[config.mk]
export PLATFORM = sky130hd
export DESIGN_NAME = ptbf_trace_end_flat
export DESIGN_NICKNAME = d
export VERILOG_FILES = /design/src/ptbf_pkg.sv /design/src/ptbf_if.sv /design/src/ptbf_trace_end.sv /design/src/flat_wrapper.sv
export SDC_FILE = /design/constraint.sdc
export NUM_CORES = 1
export LEC_CHECK = 0
export ABC_AREA = 1
export BUFFER_PORTS_ARGS = -buffer_cell sky130_fd_sc_hd__buf_2
export CAP_MARGIN = 20
export CELL_PAD_IN_SITES_DETAIL_PLACEMENT = 1
export CELL_PAD_IN_SITES_GLOBAL_PLACEMENT = 1
export CORE_ASPECT_RATIO = 1.5
export CORE_MARGIN = 5
export CORE_UTILIZATION = 30
export DETAILED_ROUTE_END_ITERATION = 6
export HOLD_SLACK_MARGIN = 0.15
export PLACE_DENSITY_LB_ADDON = 0.1
export SYNTH_ARGS = -nofsm -noshare
export SYNTH_HDL_FRONTEND = slang
export SYNTH_SLANG_ARGS = --single-unit
[constraint.sdc]
create_clock -name clk_i -period 2.2 [get_ports clk_i]
set_input_delay 0.22 -clock clk_i [delete_from_list [all_inputs] [get_ports clk_i]]
set_output_delay 0.22 -clock clk_i [all_outputs]
set_load 0.1 [all_outputs]
[src/ptbf_pkg.sv]
// Summary of operation
// - Processor warm reset never resets trace unit.
// - Every block holds at least one instruction.
// - At most one waypoint instruction per block.
// - Waypoint instruction is always last in block.
// - Exceptions occur only at block boundaries.
// - Block addresses are consecutive: start plus count.
// - Every speculative block ends resolved or canceled.
// - Resolve covers instructions that execute architecturally.
// - Cancel covers seen but unexecuted instructions.
// - Secure prohibited when debug off, self-hosted off.
// - Withdrawn Secure permission prohibits trace two cycles later.
// - Prohibited region traces no instructions or exceptions.
// - Address comparator never matches in prohibited region.
// - Cycle counter keeps counting through prohibited regions.
// - Prohibited region output reveals nothing about execution.
// - Leaving prohibited region with view emits trace-on unless a resolve or cancel takes that cycle.
// - Traced exception entering prohibited region still reported.
package ptbf_pkg;

   // -------------------------------------------------------------------
   // Widths and reset values.
   // -------------------------------------------------------------------
   localparam int PTBF_ADDR_W = 32;
   localparam int PTBF_CNT_W = 8;
   localparam int PTBF_TAG_W = 4;
   localparam int PTBF_EXC_W = 4;
   localparam int PTBF_CYC_W = 16;
   localparam logic [PTBF_CYC_W-1:0] PTBF_CYC_RST = 16'h0000;
   localparam logic [PTBF_ADDR_W-1:0] PTBF_ADDR_RST = 32'h0000_0000;
   localparam logic [PTBF_CNT_W-1:0] PTBF_CNT_ONE = 8'h01;

   // -------------------------------------------------------------------
   // Trace element kinds.
   // -------------------------------------------------------------------
   typedef enum logic [5:0] {
      PTBF_EL_BLOCK = 6'b00_0001,
      PTBF_EL_RESOLVE = 6'b00_0010,
      PTBF_EL_CANCEL = 6'b00_0100,
      PTBF_EL_EXCEPT = 6'b00_1000,
      PTBF_EL_TRACE_ON = 6'b01_0000,
      PTBF_EL_CYCLES = 6'b10_0000
   } ptbf_elem_t;

   // Returns high when an address lies inside the comparator window.
   function automatic logic ptbf_in_range(
      input logic [PTBF_ADDR_W-1:0] a,
      input logic [PTBF_ADDR_W-1:0] lo,
      input logic [PTBF_ADDR_W-1:0] hi
   );
      ptbf_in_range = (a >= lo) && (a <= hi);
   endfunction : ptbf_in_range

endpackage : ptbf_pkg

[src/ptbf_if.sv]
`timescale 1ns/1ps
`default_nettype none
// Link from the processor pipeline into the trace block filter.
interface ptbf_if
   import ptbf_pkg::*;
   ();
   logic blk_valid;
   logic [PTBF_ADDR_W-1:0] blk_addr;
   logic [PTBF_CNT_W-1:0] blk_count;
   logic blk_waypoint;
   logic blk_spec;
   logic [PTBF_TAG_W-1:0] blk_tag;
   logic blk_prohibited;
   logic blk_secure;
   logic res_valid;
   logic res_cancel;
   logic [PTBF_TAG_W-1:0] res_tag;
   logic exc_valid;
   logic [PTBF_EXC_W-1:0] exc_type;
   logic exc_into_prohibited;
   logic exc_prohibited;

   modport cpu (
      output blk_valid, blk_addr, blk_count, blk_waypoint, blk_spec,
      output blk_tag, blk_prohibited, blk_secure,
      output res_valid, res_cancel, res_tag,
      output exc_valid, exc_type, exc_into_prohibited, exc_prohibited
   );
   modport trc (
      input blk_valid, blk_addr, blk_count, blk_waypoint, blk_spec,
      input blk_tag, blk_prohibited, blk_secure,
      input res_valid, res_cancel, res_tag,
      input exc_valid, exc_type, exc_into_prohibited, exc_prohibited
   );
endinterface : ptbf_if
`default_nettype wire

[src/ptbf_trace_end.sv]
`timescale 1ns/1ps
`default_nettype none
// Trace unit side: filters blocks and emits trace elements.
module ptbf_trace_end
   import ptbf_pkg::*;
#(
   parameter int TAGS = 16
)(
   input wire logic clk_i,
   input wire logic rst_b_i,
   ptbf_if.trc link,
   input wire logic trace_enable_i,
   input wire logic instruction_view_active_i,
   input wire logic cycle_count_en_i,
   input wire logic secure_debug_en_i,
   input wire logic self_hosted_trace_on_i,
   input wire logic processor_element_warm_reset_i,
   input wire logic [PTBF_ADDR_W-1:0] cmp_lo_i,
   input wire logic [PTBF_ADDR_W-1:0] cmp_hi_i,
   output logic el_valid_o,
   output logic [5:0] el_kind_o,
   output logic [PTBF_ADDR_W-1:0] el_addr_o,
   output logic [PTBF_CNT_W-1:0] el_count_o,
   output logic [PTBF_TAG_W-1:0] el_tag_o,
   output logic [PTBF_EXC_W-1:0] el_exc_o,
   output logic [PTBF_CYC_W-1:0] el_cycles_o,
   output logic el_spec_o,
   output logic cmp_match_o,
   output logic prohibited_o,
   output logic [TAGS-1:0] spec_pending_o
);
   // ----------------------------------------------------------------
   // Input synchronisers for the authentication pins.
   // ----------------------------------------------------------------
   logic [1:0] auth_s1_reg, auth_s2_reg;
   always_ff @(posedge clk_i or negedge rst_b_i) begin
      if (!rst_b_i) begin
         auth_s1_reg <= '0;
         auth_s2_reg <= '0;
      end else begin
         auth_s1_reg <= {secure_debug_en_i, self_hosted_trace_on_i};
         auth_s2_reg <= auth_s1_reg;
      end
   end

   // ----------------------------------------------------------------
   // Filtering and element selection.
   // ----------------------------------------------------------------
   logic sec_prohib, blk_prohib, exc_traced;
   logic el_valid_reg, el_valid_next;
   logic [5:0] el_kind_reg, el_kind_next;
   logic [PTBF_ADDR_W-1:0] el_addr_reg, el_addr_next;
   logic [PTBF_CNT_W-1:0] el_count_reg, el_count_next;
   logic [PTBF_TAG_W-1:0] el_tag_reg, el_tag_next;
   logic [PTBF_EXC_W-1:0] el_exc_reg, el_exc_next;
   logic [PTBF_CYC_W-1:0] el_cyc_reg, el_cyc_next;
   logic [PTBF_CYC_W-1:0] cyc_reg, cyc_next;
   logic el_spec_reg, el_spec_next;
   logic match_reg, match_next;
   logic prohib_reg, prohib_next;
   logic [TAGS-1:0] pend_reg, pend_next;

   // The warm reset pin only hides exception elements here; it never
   // clears trace state, which only rst_b_i does.
   always_comb begin
      // Secure work is prohibited once both synchronised permissions, secure debug and self-hosted trace, are low.
      sec_prohib = link.blk_secure && !auth_s2_reg[1]
                   && !auth_s2_reg[0];
      blk_prohib = link.blk_prohibited || sec_prohib;
      prohib_next = link.blk_valid ? blk_prohib : prohib_reg;
      // The cycle counter runs whatever the region, restarts when its
      // value is reported, and wraps to zero unreported past its top.
      cyc_next = cycle_count_en_i ? cyc_reg + 1'b1 : cyc_reg;
      el_valid_next = 1'b0;
      el_kind_next = el_kind_reg;
      el_addr_next = el_addr_reg;
      el_count_next = el_count_reg;
      el_tag_next = el_tag_reg;
      el_exc_next = el_exc_reg;
      el_cyc_next = el_cyc_reg;
      el_spec_next = 1'b0;
      pend_next = pend_reg;
      match_next = 1'b0;
      // A traced exception is reported when it leaves traced code, even
      // when it enters a prohibited region; resets in it are hidden.
      exc_traced = link.exc_valid && !link.exc_prohibited
                   && !prohib_reg
                   && !processor_element_warm_reset_i;
      // A resolution always clears its pending bit, but a traced exception in the same cycle takes the element bus.
      if (link.res_valid && pend_reg[link.res_tag]) begin
         pend_next[link.res_tag] = 1'b0;
      end
      if (trace_enable_i && exc_traced) begin
         el_valid_next = 1'b1;
         el_kind_next = PTBF_EL_EXCEPT;
         el_exc_next = link.exc_type;
      end else if (trace_enable_i && link.res_valid
                   && pend_reg[link.res_tag]) begin
         el_valid_next = 1'b1;
         el_kind_next = link.res_cancel ? PTBF_EL_CANCEL
                                        : PTBF_EL_RESOLVE;
         el_tag_next = link.res_tag;
      end else if (trace_enable_i && link.blk_valid && !blk_prohib
                   && instruction_view_active_i) begin
         el_valid_next = 1'b1;
         if (prohib_reg) begin
            // First block after a prohibited region marks the gap.
            el_kind_next = PTBF_EL_TRACE_ON;
            el_cyc_next = cyc_reg;
            cyc_next = PTBF_CYC_RST;
            // The region is left here, so later blocks are plain blocks.
            prohib_next = 1'b0;
         end else begin
            el_kind_next = PTBF_EL_BLOCK;
            el_addr_next = link.blk_addr;
            el_count_next = link.blk_count;
            el_tag_next = link.blk_tag;
            el_spec_next = link.blk_spec;
            el_cyc_next = cyc_reg;
            cyc_next = PTBF_CYC_RST;
            if (link.blk_spec) begin
               pend_next[link.blk_tag] = 1'b1;
            end
         end
      end
      if (link.blk_valid && !blk_prohib) begin
         match_next = ptbf_in_range(link.blk_addr, cmp_lo_i, cmp_hi_i);
      end
      // Nothing about prohibited execution leaks onto the element bus.
      if (link.blk_valid && blk_prohib && !el_valid_next) begin
         el_addr_next = PTBF_ADDR_RST;
         el_count_next = '0;
      end
   end

   // Trace state is cleared only by the trace unit reset.
   always_ff @(posedge clk_i or negedge rst_b_i) begin
      if (!rst_b_i) begin
         el_valid_reg <= 1'b0;
         el_kind_reg <= PTBF_EL_BLOCK;
         el_addr_reg <= PTBF_ADDR_RST;
         el_count_reg <= '0;
         el_tag_reg <= '0;
         el_exc_reg <= '0;
         el_cyc_reg <= PTBF_CYC_RST;
         el_spec_reg <= 1'b0;
         cyc_reg <= PTBF_CYC_RST;
         match_reg <= 1'b0;
         prohib_reg <= 1'b0;
         pend_reg <= '0;
      end else begin
         el_valid_reg <= el_valid_next;
         el_kind_reg <= el_kind_next;
         el_addr_reg <= el_addr_next;
         el_count_reg <= el_count_next;
         el_tag_reg <= el_tag_next;
         el_exc_reg <= el_exc_next;
         el_cyc_reg <= el_cyc_next;
         el_spec_reg <= el_spec_next;
         cyc_reg <= cyc_next;
         match_reg <= match_next;
         prohib_reg <= prohib_next;
         pend_reg <= pend_next;
      end
   end

   assign el_valid_o = el_valid_reg;
   assign el_kind_o = el_kind_reg;
   assign el_addr_o = el_addr_reg;
   assign el_count_o = el_count_reg;
   assign el_tag_o = el_tag_reg;
   assign el_exc_o = el_exc_reg;
   assign el_cycles_o = el_cyc_reg;
   assign el_spec_o = el_spec_reg;
   assign cmp_match_o = match_reg;
   assign prohibited_o = prohib_reg;
   assign spec_pending_o = pend_reg;
endmodule : ptbf_trace_end
`default_nettype wire

[src/flat_wrapper.sv]
// flat-port wrapper written by rule: the top's interface ports become plain ports
module ptbf_trace_end_flat import ptbf_pkg::*;
#(
   parameter int TAGS = 16
)
  (clk_i, rst_b_i, trace_enable_i, instruction_view_active_i, cycle_count_en_i, secure_debug_en_i, self_hosted_trace_on_i, processor_element_warm_reset_i, cmp_lo_i, cmp_hi_i, el_valid_o, el_kind_o, el_addr_o, el_count_o, el_tag_o, el_exc_o, el_cycles_o, el_spec_o, cmp_match_o, prohibited_o, spec_pending_o, link_blk_valid, link_blk_addr, link_blk_count, link_blk_waypoint, link_blk_spec, link_blk_tag, link_blk_prohibited, link_blk_secure, link_res_valid, link_res_cancel, link_res_tag, link_exc_valid, link_exc_type, link_exc_into_prohibited, link_exc_prohibited);
  ptbf_if link_i ();
  input wire logic clk_i;
  input wire logic rst_b_i;
  input wire logic trace_enable_i;
  input wire logic instruction_view_active_i;
  input wire logic cycle_count_en_i;
  input wire logic secure_debug_en_i;
  input wire logic self_hosted_trace_on_i;
  input wire logic processor_element_warm_reset_i;
  input wire logic [PTBF_ADDR_W-1:0] cmp_lo_i;
  input wire logic [PTBF_ADDR_W-1:0] cmp_hi_i;
  output logic el_valid_o;
  output logic [5:0] el_kind_o;
  output logic [PTBF_ADDR_W-1:0] el_addr_o;
  output logic [PTBF_CNT_W-1:0] el_count_o;
  output logic [PTBF_TAG_W-1:0] el_tag_o;
  output logic [PTBF_EXC_W-1:0] el_exc_o;
  output logic [PTBF_CYC_W-1:0] el_cycles_o;
  output logic el_spec_o;
  output logic cmp_match_o;
  output logic prohibited_o;
  output logic [TAGS-1:0] spec_pending_o;
  input wire logic [$bits(link_i.blk_valid)-1:0] link_blk_valid;
  input wire logic [$bits(link_i.blk_addr)-1:0] link_blk_addr;
  input wire logic [$bits(link_i.blk_count)-1:0] link_blk_count;
  input wire logic [$bits(link_i.blk_waypoint)-1:0] link_blk_waypoint;
  input wire logic [$bits(link_i.blk_spec)-1:0] link_blk_spec;
  input wire logic [$bits(link_i.blk_tag)-1:0] link_blk_tag;
  input wire logic [$bits(link_i.blk_prohibited)-1:0] link_blk_prohibited;
  input wire logic [$bits(link_i.blk_secure)-1:0] link_blk_secure;
  input wire logic [$bits(link_i.res_valid)-1:0] link_res_valid;
  input wire logic [$bits(link_i.res_cancel)-1:0] link_res_cancel;
  input wire logic [$bits(link_i.res_tag)-1:0] link_res_tag;
  input wire logic [$bits(link_i.exc_valid)-1:0] link_exc_valid;
  input wire logic [$bits(link_i.exc_type)-1:0] link_exc_type;
  input wire logic [$bits(link_i.exc_into_prohibited)-1:0] link_exc_into_prohibited;
  input wire logic [$bits(link_i.exc_prohibited)-1:0] link_exc_prohibited;
  assign link_i.blk_valid = link_blk_valid;
  assign link_i.blk_addr = link_blk_addr;
  assign link_i.blk_count = link_blk_count;
  assign link_i.blk_waypoint = link_blk_waypoint;
  assign link_i.blk_spec = link_blk_spec;
  assign link_i.blk_tag = link_blk_tag;
  assign link_i.blk_prohibited = link_blk_prohibited;
  assign link_i.blk_secure = link_blk_secure;
  assign link_i.res_valid = link_res_valid;
  assign link_i.res_cancel = link_res_cancel;
  assign link_i.res_tag = link_res_tag;
  assign link_i.exc_valid = link_exc_valid;
  assign link_i.exc_type = link_exc_type;
  assign link_i.exc_into_prohibited = link_exc_into_prohibited;
  assign link_i.exc_prohibited = link_exc_prohibited;
  ptbf_trace_end #(.TAGS(TAGS)) u_core (.clk_i(clk_i), .rst_b_i(rst_b_i), .link(link_i), .trace_enable_i(trace_enable_i), .instruction_view_active_i(instruction_view_active_i), .cycle_count_en_i(cycle_count_en_i), .secure_debug_en_i(secure_debug_en_i), .self_hosted_trace_on_i(self_hosted_trace_on_i), .processor_element_warm_reset_i(processor_element_warm_reset_i), .cmp_lo_i(cmp_lo_i), .cmp_hi_i(cmp_hi_i), .el_valid_o(el_valid_o), .el_kind_o(el_kind_o), .el_addr_o(el_addr_o), .el_count_o(el_count_o), .el_tag_o(el_tag_o), .el_exc_o(el_exc_o), .el_cycles_o(el_cycles_o), .el_spec_o(el_spec_o), .cmp_match_o(cmp_match_o), .prohibited_o(prohibited_o), .spec_pending_o(spec_pending_o));
endmodule
==> results of run 1 <==
[synthesized netlist by cell type, drive strengths merged]
| cell type | count |
|---|---|
| or2 | 1 |
| nand2 | 308 |
| dfstp | 1 |
| o21a | 3 |
| a21oi | 29 |
| nand4 | 52 |
| inv | 168 |
| dfrtp | 108 |
| and3 | 1 |
| o21ai | 55 |
| ha | 65 |
| buf | 22 |
| nand3 | 26 |
| a21o | 2 |
| nand3b | 1 |
| clkbuf | 10 |
| nor3 | 9 |
| nor2 | 94 |
| xor2 | 11 |
| conb | 1 |
[stage by stage]
| stage | instance area (sq um) | power [mW] | instances | worst slack, ps |
|---|---|---|---|---|
| 6_report | 8911 | 7.431 | 1513 | 269.9 |
| 4_1_cts | 8904 | 7.557 | 1512 | 123.6 |
| 5_1_grt | 8911 | 7.854 | 1513 | 57.13 |
| 3_3_place_gp | 8531 | 5.836 | 1487 | 211.9 |
| 3_5_place_dp | 8531 | 5.878 | 1487 | 170.1 |
| 2_1_floorplan | 7020 | 5.087 | 967 | 3.373 |
[layout by cell type (no fill, tap or decap), drive strengths merged]
master | synthesis | routed
dfrtp | 108 | 108
or2 | 1 | 1
buf | 22 | 237
clkbuf | 10 | 10
a21o | 2 | 2
a21oi | 29 | 29
nand2 | 308 | 308
nand3 | 26 | 26
nor3 | 9 | 9
and3 | 1 | 1
dfstp | 1 | 1
clkinv | 0 | 1
nand3b | 1 | 1
o21a | 3 | 3
o21ai | 55 | 55
clkinvlp | 0 | 1
xor2 | 11 | 11
inv | 168 | 172
nor2 | 94 | 94
ha | 65 | 65
dlygate4sd3 | 0 | 9
diode | 0 | 1
nand4 | 52 | 52
conb | 1 | 1
[timing repair]
item | CTS | global route
gates resized for setup | 0 | 1
hold buffers | 9 | 0
hold endpoints to repair | 117 | 0
endpoints found under the setup margin | 0 | 1
[worst paths after layout]
| check | startpoint | endpoint | cells past startpoint |
|---|---|---|---|
| worst max-delay path | link_blk_valid | u_core.spec_pending_o[5] | 10 |
| worst min-delay path | cycle_count_en_i | u_core.cyc_reg[0] | 4 |
| worst max register to register | u_core.auth_s2_reg[0] | u_core.spec_pending_o[5] | 10 |
| worst min register to register | u_core.auth_s1_reg[1] | u_core.auth_s2_reg[1] | 0 |
| max in group asynchronous | rst_b_i | u_core.el_spec_o | 3 |
| min in group asynchronous | rst_b_i | u_core.el_cycles_o[6] | 3 |
[routing by layer]
layer	wire length, um	share of wire	track usage	up-vias
li1	-	-	-	3467
met1	9211	0.40	0.1969	3176
met2	12410	0.54	0.3331	128
met3	1164	0.050	0.03517	14
met4	295	0.013	0.04189	2
met5	13	0.00056	0	-
[power breakdown]
part	internal (mW)	switching, mW	leakage [nW]
Combinational	0.616	2.68	3.73
Clock	0.794	0.834	0.136
Sequential	2.31	0.188	1.41
Total	3.72	3.71	5.28
[critical path: cells and delay by family]
kind | cells | cell delay [ps]
AND/OR/NAND/NOR | 6 | 1030
buffers and inverters | 3 | 720
AO/OA/AOI/OAI | 1 | 220
[cells by family (layout without fill, tap and decap cells)]
family / Yosys count / count (layout)
DFF: 109 / 109
buffers and inverters: 200 / 430
and+or+nand+nor: 492 / 492
AOI/OAI and AO/OA: 89 / 89
adders and majority gates: 65 / 65
xor gates and xnor gates: 11 / 11
other: 1 / 2
[area by class of cell]
class / instances / area share
clock buffers: 10 / 0.02570
inverters: 168 / 0.07077
well taps: 315 / 0.04423
repair buffers: 246 / 0.1539
multi-input cells: 658 / 0.3929
flip-flops and latches: 109 / 0.3062
diodes: 1 / 0.0002808
clock inverters: 6 / 0.006038
==> results.cfg, run 1 <==
[grt]
track_usage = 0.1746
grt_max_degree = 110
grt_pass1_vias = 7244
grt.overflow.total = 0
grt_pass1_wl_um = 37120
antenna_found_initial = 2

[finish]
fin_nets = 1391
drive_above_1_share = 0.2314
fin_util = 0.3865
nFillCells = 2992
areaGrowthSynthToFinish_pct = 26.93
seqCellArea_sq_mm = 0.002729
multi_input_area_sq_mm = 0.003501
largest_reg_flops = 32

[detailed_routing]
drc = 0
via_per_inst = 4.486
wirelength_um = 23100
drt.antenna.violating_nets = 0
wl_per_cell_um = 15.27
num_vias = 6787
drt-pass1-iter-count = 4
drtIter0Drc = 169

[setup_path]
cp-start-kind = primary input
crit_path_max_fanout = 17
required_ps = 2470
path_class = primary input to register
critPathMaxStageDelay_ps = 540
end_kind = register
ff2ff_setup_slack_ps = 290
path_common_cell = nor2_2
arrival_ps = 2200
crit_slowest_cell = dlygate4sd3_1
crit_chain = dlygate4sd3_1, buf_2, inv_1, nor2_2, nand3_4, nor2_4, nand2_1, nor2_2, nand2_4, o21ai_0

[logic_synthesis]
synth_fp_nets = 1166
avgSynthCellArea_sq_um = 7.260
synth_top_family_by_area = simple AND/OR/NAND/NOR gates
yosys.area_share.xor_xnor = 0.01372
synth_compound_area_frac = 0.06523
yosys_register_bits = 109
synth_top_area_cell = dfrtp_1
yosys.area_share.simple = 0.3012
synth_area_leaders = dfrtp_1 38%, nand2_1 16%, ha_1 12%
netlist.area_leader.share = 0.3850
syn-cell-area_sq_mm = 0.007020
ys_warn_count = 0
synthAdderAreaFrac = 0.1158
seq_area_frac_synth = 0.3887
ys_types = 33
synthCells = 967
synth.area.mux_share = 0

[cts]
numClockSinks = 109
cts_tree = built
htreeDepth = 3
path_clk_slew_ps = 80
clk_latency_ps = 360
cts_buffers = 9
clockRootBuffer = clkbuf_16
postCtsSetupBuffers = 0
cts_buffer_depth = 2

[sta]
rsz0062_at_grt = no
hold_violations = 0
final.min_clock_period_ps = 1930
fmax_mhz = 518.1
finalCritPeriodShare = 0.8773
tns_ps = 0
worst_slew_pin_slew_ps = 695.0
whs_ps = 169.1
slew_violations = 0
clock_skew_ps = 12.25
setup-violations-final = 0
slew_headroom = 0.5367

[power]
leakage_nw = 5.281
p_per_area_mw_per_mm2 = 833.9
ir_worst_vdd_mv = 0.3953

[placed_design]
portBuffers = 220
gp_congestion = 0.7911
dpl.hpwl_um = 17980

[floorplan]
die-area_sq_mm = 0.02662
die_x_um = 134.9
coreArea_sq_mm = 0.02306
row_count = 68
fp.dieH_um = 197.4
ios = 224
start_util = 0.3045

[outcome]
status = finished, final reports clean

[run]
drv_cap = 0

[min_path]
min_path_type = primary input to register
Power figures use the tool's default switching activity.
==> run 2, diff against run 1 <==
==> constraint.sdc (replaced) <==
create_clock -name clk_i -period 2.3 [get_ports clk_i]
set_input_delay 0.575 -clock clk_i [delete_from_list [all_inputs] [get_ports clk_i]]
set_output_delay 0.575 -clock clk_i [all_outputs]
set_load 0.1 [all_outputs]
==> run 2 against run 1 <==
  * Final cell count grew 0.26%
  * Global-route usage shrank 0.15 points
  * Cell area grew 0.34%
  * Flip-flop and latch count is the same
  * Power down 4.8%
  * Utilization up 0.13 points
  * Sequential share of layout area down 0.10 points
  * Clock-buffer cell count unchanged
==> results.cfg, run 2 (same netlist as run 1, synthesis figures left out) <==
[outcome]
status = finished, final reports clean

[sta]
clock_skew_ps = 10.02
tns_ps = 0
whs_ps = 173.4
final.min_clock_period_ps = 1920
finalCritPeriodShare = 0.8349
rsz0062_at_grt = no
slew_violations = 0
slew_headroom = 0.6395
setup-violations-final = 0
hold_violations = 0
worst_slew_pin_slew_ps = 544.5
fmax_mhz = 520.7

[cts]
cts_buffers = 9
numClockSinks = 109
clockRootBuffer = clkbuf_16
path_clk_slew_ps = 80
htreeDepth = 3
cts_resized = 0
cts_buffer_depth = 2
postCtsHoldBufs = 0
postCtsSetupBuffers = 0
clk_latency_ps = 360
cts_tree = built

[grt]
grt.overflow.total = 0
grt_pass1_vias = 7256
met1_usage = 0.2009
met3_usage = 0.03644
grt_max_degree = 41
antenna_found_initial = 4
track_usage = 0.1731
grt_pass1_wl_um = 36980
grtUsageMet2 = 0.3220
busiest_layer = met2

[detailed_routing]
via_per_inst = 4.492
wl_per_cell_um = 14.91
drc = 0
drt-pass1-iter-count = 4
drt.antenna.violating_nets = 0
num_vias = 6814
wirelength_um = 22620
drtIter0Drc = 215

[setup_path]
crit_family = flip-flops
critical_path_buf_inv_count = 1
crit_slowest_cell = dfstp_2
critPathMaxStageDelay_ps = 540
end_kind = output pin
crit_path_max_fanout = 2
required_ps = 1730
path_class = register to output pin
crit_chain = buf_2
cp-start-kind = register
arrival_ps = 1350

[power]
leakage_nw = 5.310
ir_worst_vdd_mv = 0.4537
power_mw = 7.073
p_per_area_mw_per_mm2 = 791.1

[finish]
mostFrequentLayoutCells = 303 x nand2_1, 219 x buf_2, 161 x inv_1
areaGrowthSynthToFinish_pct = 27.36
layout_commonest_cell = nand2_1
final_area_sq_mm = 0.008941
fin_nets = 1394
largest_reg_flops = 32
instances_no_fill = 1517
nFillCells = 2987
drive_above_1_share = 0.2408

[min_path]
min_path_type = primary input to asynchronous set/reset pin

[placed_design]
portBuffers = 220
place_area_sq_mm = 0.008658
gp_congestion = 0.7875
dpl.hpwl_um = 18170
dp_cells = 1499

[floorplan]
fp.dieH_um = 197.4
die-area_sq_mm = 0.02662
die_x_um = 134.9
coreArea_sq_mm = 0.02306
row_count = 68
start_util = 0.3045
ios = 224

[run]
drv_cap = 0
## run 2: cell types whose count changed in the layout (fill, tap and decap cells not counted)
cell,before,now
clkinvlp_4,1,2
nand2_4,4,3
clkinv_2,0,1
diode_2,1,2
buf_4,14,23
buf_12,4,7
inv_6,3,1
dlygate4sd3_1,9,0
nand2_2,1,2
## run 2: worst paths after layout
path,startpoint,slack (ps),cells past startpoint,end
worst min register to register,u_core.auth_s1_reg[1],390,0,u_core.auth_s2_reg[1]
max in group asynchronous,rst_b_i,1480,2,u_core.el_addr_o[27]
worst min-delay path,rst_b_i,170,1,u_core.el_cycles_o[0]
worst max register to register,u_core.cyc_reg[0],420,10,u_core.cyc_reg[14]
min in group clk_i,self_hosted_trace_on_i,310,1,u_core.auth_s1_reg[0]
worst max-delay path,u_core.el_kind_o[0],380,1,el_kind_o[0]
## run 2: metal layers
layer	up-vias	share of wire	wire length, um
li1	3481	-	-
met1	3187	0.40	9139
met2	126	0.53	12000
met3	16	0.053	1196
met4	4	0.011	255
met5	-	0.0014	32
## run 2: metrics by stage
stage | utilization | setup WS, ps
final | 0.3878 | 379.7
after global routing | 0.3878 | 181.9
after floorplan | - | 103.4
after CTS | 0.3876 | 342.3
after detailed placement | 0.3755 | 163.8
after global placement | 0.3755 | 155.9
## run 2: area by class of cell
class                      instances  area (sq um)  area share
clock inverter                     6         48.80    0.005458
timing repair buffer             249          1409      0.1576
antenna                            2         5.005   0.0005598
multi-input combinational        658          3496      0.3910
inverter                         168         630.6     0.07053
clock buffer                      10         229.0     0.02561
tap                              315         394.1     0.04408
sequential                       109          2729      0.3052
## run 2: power breakdown
group	switching, mW	internal (mW)
Combinational	2.56	0.597
Sequential	0.181	2.21
Clock	0.775	0.749
Total	3.51	3.56
==> run 3, diff against run 2 <==
--- a/config.mk
+++ b/config.mk
@@ -5,7 +5,7 @@
 export SDC_FILE = /design/constraint.sdc
 export NUM_CORES = 1
 export LEC_CHECK = 0
-export ABC_AREA = 1
+export ABC_AREA = 0
 export BUFFER_PORTS_ARGS = -buffer_cell sky130_fd_sc_hd__buf_2
 export CAP_MARGIN = 20
 export CELL_PAD_IN_SITES_DETAIL_PLACEMENT = 1
==> constraint.sdc (replaced) <==
create_clock -name clk_i -period 1.9 [get_ports clk_i]
set_input_delay 0.475 -clock clk_i [delete_from_list [all_inputs] [get_ports clk_i]]
set_output_delay 0.475 -clock clk_i [all_outputs]
set_load 0.1 [all_outputs]
==> run 3 against run 2 <==
  * The flow now finishes with violations (negative setup slack)
  * Clock-buffer cell count is 1 lower
  * Critical path type is now register to register
  * Cell area is 0.84% higher
  * Largest cell class unchanged
  * Critical endpoint is now u_core.el_cycles_o[2]
  * Sequential power rose by 14%
==> results.cfg, run 3 <==
[outcome]
status = finished, violations left
violations = negative setup slack

[sta]
fmax_mhz = 422.6
whs_ps = 221.9
tns_ps = -37470
slew_headroom = 0.6579
hold_violations = 0
finalCritPeriodShare = 1.245
final.min_clock_period_ps = 2366
rsz0062_at_grt = yes
setup-violations-final = 99
clock_skew_ps = 14.81
slew_violations = 0
final.setup.worst_slack_ps = -466.2
worst_slew_pin_slew_ps = 516.7

[finish]
largest_reg_flops = 32
areaGrowthSynthToFinish_pct = 48.33
seqCellArea_sq_mm = 0.002763
mostFrequentLayoutCells = 211 x buf_2, 91 x dfrtp_1, 73 x buf_4
nFillCells = 2308
drive_above_1_share = 0.4602
fin_nets = 1085
multi_input_area_sq_mm = 0.003352
layout_commonest_cell = buf_2

[setup_path]
ff2ff_setup_slack_ps = -470
endpoint = u_core.el_cycles_o[2]
crit_path_max_fanout = 6
r2r-start = u_core.spec_pending_o[7]
path_class = register to register
arrival_ps = 2610
r2r_cells = 7
end_kind = register
cp-startpoint = u_core.spec_pending_o[7]
rr_endpoint = u_core.el_cycles_o[2]
cp-start-kind = register
required_ps = 2140

[logic_synthesis]
synth_compound_area_frac = 0.1711
synth_fp_nets = 782
synth_ff_type = dfrtp_1
synth-async-reset-ratio = 1.000
yosys.area_share.simple = 0.1060
syn-cell-area_sq_mm = 0.006078
yosys.area_share.xor_xnor = 0.02161
ys_warn_count = 0
synthCells = 583
synth_top_family_by_area = compound AO/OA/AOI/OAI gates
seq_area_frac_synth = 0.4490
synthAdderAreaFrac = 0.1338
synth.area.mux_share = 0.05537
synth_edf_count = 0
avgSynthCellArea_sq_um = 10.43
netlist.area_leader.share = 0.4446
synth_area_leaders = dfrtp_1 44%, ha_1 13%, a22o_1 6.2%
ys_types = 51
synth_top_area_cell = dfrtp_1
yosys_register_bits = 109
synth_common_cells = 108 x dfrtp_1, 71 x inv_1, 65 x ha_1
synth_most_common_cell = dfrtp_1

[grt]
grt.overflow.total = 0
track_usage = 0.1873
antenna_found_initial = 1
grt_max_degree = 50
grt_pass1_wl_um = 34420
grt_pass1_vias = 6711

[cts]
path_clk_slew_ps = 80
clockRootBuffer = clkbuf_16
numClockSinks = 109
htreeDepth = 3
cts_tree = built
cts_buffer_depth = 2
clk_latency_ps = 360
cts_buffers = 9

[placed_design]
dpl.hpwl_um = 16970
portBuffers = 220
gp_congestion = 0.8791

[power]
p_sw_frac = 0.4200
power_mw = 7.203
clockPowerShare = 0.262
ir_worst_vdd_mv = 0.4439
switching_power_mw = 3.025
comb_power_share = 0.360
leakage_nw = 4.823
power.internal_mw = 4.178
seqPwrFrac = 0.378
p_per_area_mw_per_mm2 = 798.9

[detailed_routing]
drc = 0
wirelength_um = 21840
num_vias = 5693
drt.antenna.violating_nets = 0
wl_per_cell_um = 18.96
drtIter0Drc = 243
via_per_inst = 4.942
drt-pass1-iter-count = 4

[floorplan]
start_util = 0.3060
coreArea_sq_mm = 0.01986
fp.dieH_um = 184.3
row_count = 63
ios = 224
die_x_um = 126.2
die-area_sq_mm = 0.02327

[min_path]
min_path_type = primary input to register

[run]
drv_cap = 0
run 3: cell types whose count changed in the layout (fill, tap and decap cells not counted), moves of 8 or more:
cell,change
nor2_1,-54
o21ai_1,-22
nand4_1,-44
inv_1,-94
mux2_4,+13
a22o_1,+43
buf_2,-8
buf_4,+50
nand2_1,-269
buf_6,+14
dfrtp_2,+12
nand3_1,-10
dfrtp_1,-17
run 3: metrics by stage:
step	utilization	setup WS [ps]	cells	cell area, sq um
floorplan	-	-662.0	583	6211
global placement	0.4114	-755.4	1123	8172
detailed placement	0.4114	-800.2	1123	8172
CTS	0.4454	-450.7	1151	8847
global route	0.4538	-495.9	1151	9014
finish	0.4539	-466.2	1152	9016
run 3: layout make-up:
type | instances | share of cell area
Multi-Input combinational cell | 384 | 0.3718
Sequential cell | 109 | 0.3064
Timing Repair Buffer | 311 | 0.2243
Tap cell | 260 | 0.03608
Inverter | 71 | 0.03011
Clock buffer | 9 | 0.02498
Clock inverter | 7 | 0.006106
Antenna cell | 1 | 0.0002775
run 3: how the worst min path moves through the flow:
stage	end	slack, ps	startpoint	cells after the start
after floorplan	u_core.auth_s1_reg[0]	180	rst_b_i	0
after global placement	u_core.auth_s2_reg[0]	330	u_core.auth_s1_reg[0]	0
after detailed placement	u_core.auth_s2_reg[0]	350	u_core.auth_s1_reg[0]	0
after CTS	u_core.auth_s1_reg[1]	200	secure_debug_en_i	1
after global routing	u_core.auth_s1_reg[1]	200	secure_debug_en_i	1
final	u_core.auth_s1_reg[1]	220	secure_debug_en_i	1
run 3: timing repair:
action                     in CTS  in global routing
hold buffers                    1                  0
cloned                          2                  1
setup endpoints to repair     100                100
hold endpoints to repair       13                  0
buffers inserted                9                  1
pin swaps                      14                 13
resized for setup              55                 32
run 3: per-layer routing:
metal,share of wire,global-route usage
met1,0.36,0.1957
met4,0.020,0.06183
met3,0.048,0.03595
met2,0.57,0.3701
met5,0.00032,0
run 3: kinds of logic (layout without fill, tap and decap cells):
kind of cell,after synthesis,after routing
mux,26,26
compound gates,148,148
fa+ha+maj,65,65
xor+xnor,15,15
simple gates,129,129
flops,109,109
other cells,1,2
buf+inv,90,398
run 3: worst max-delay path, stage by stage (launching register included):
cell and delay [ps]:
dfrtp_4 480, mux4_2 500, mux2_4 300, nand3_4 70, and2_4 150, and3_4 260
clkbuf_16 180, mux2_4 300
run 3: power by group through the flow:
stage / sequential [mW] / combinational, mW / clock (mW)
finish: 2.73 / 2.59 / 1.89
global route: 2.76 / 2.76 / 2.05
CTS: 2.72 / 2.56 / 1.97
detailed placement: 2.77 / 2.49 / 0
global placement: 2.75 / 2.44 / 0
floorplan: 3.88 / 0.587 / 0
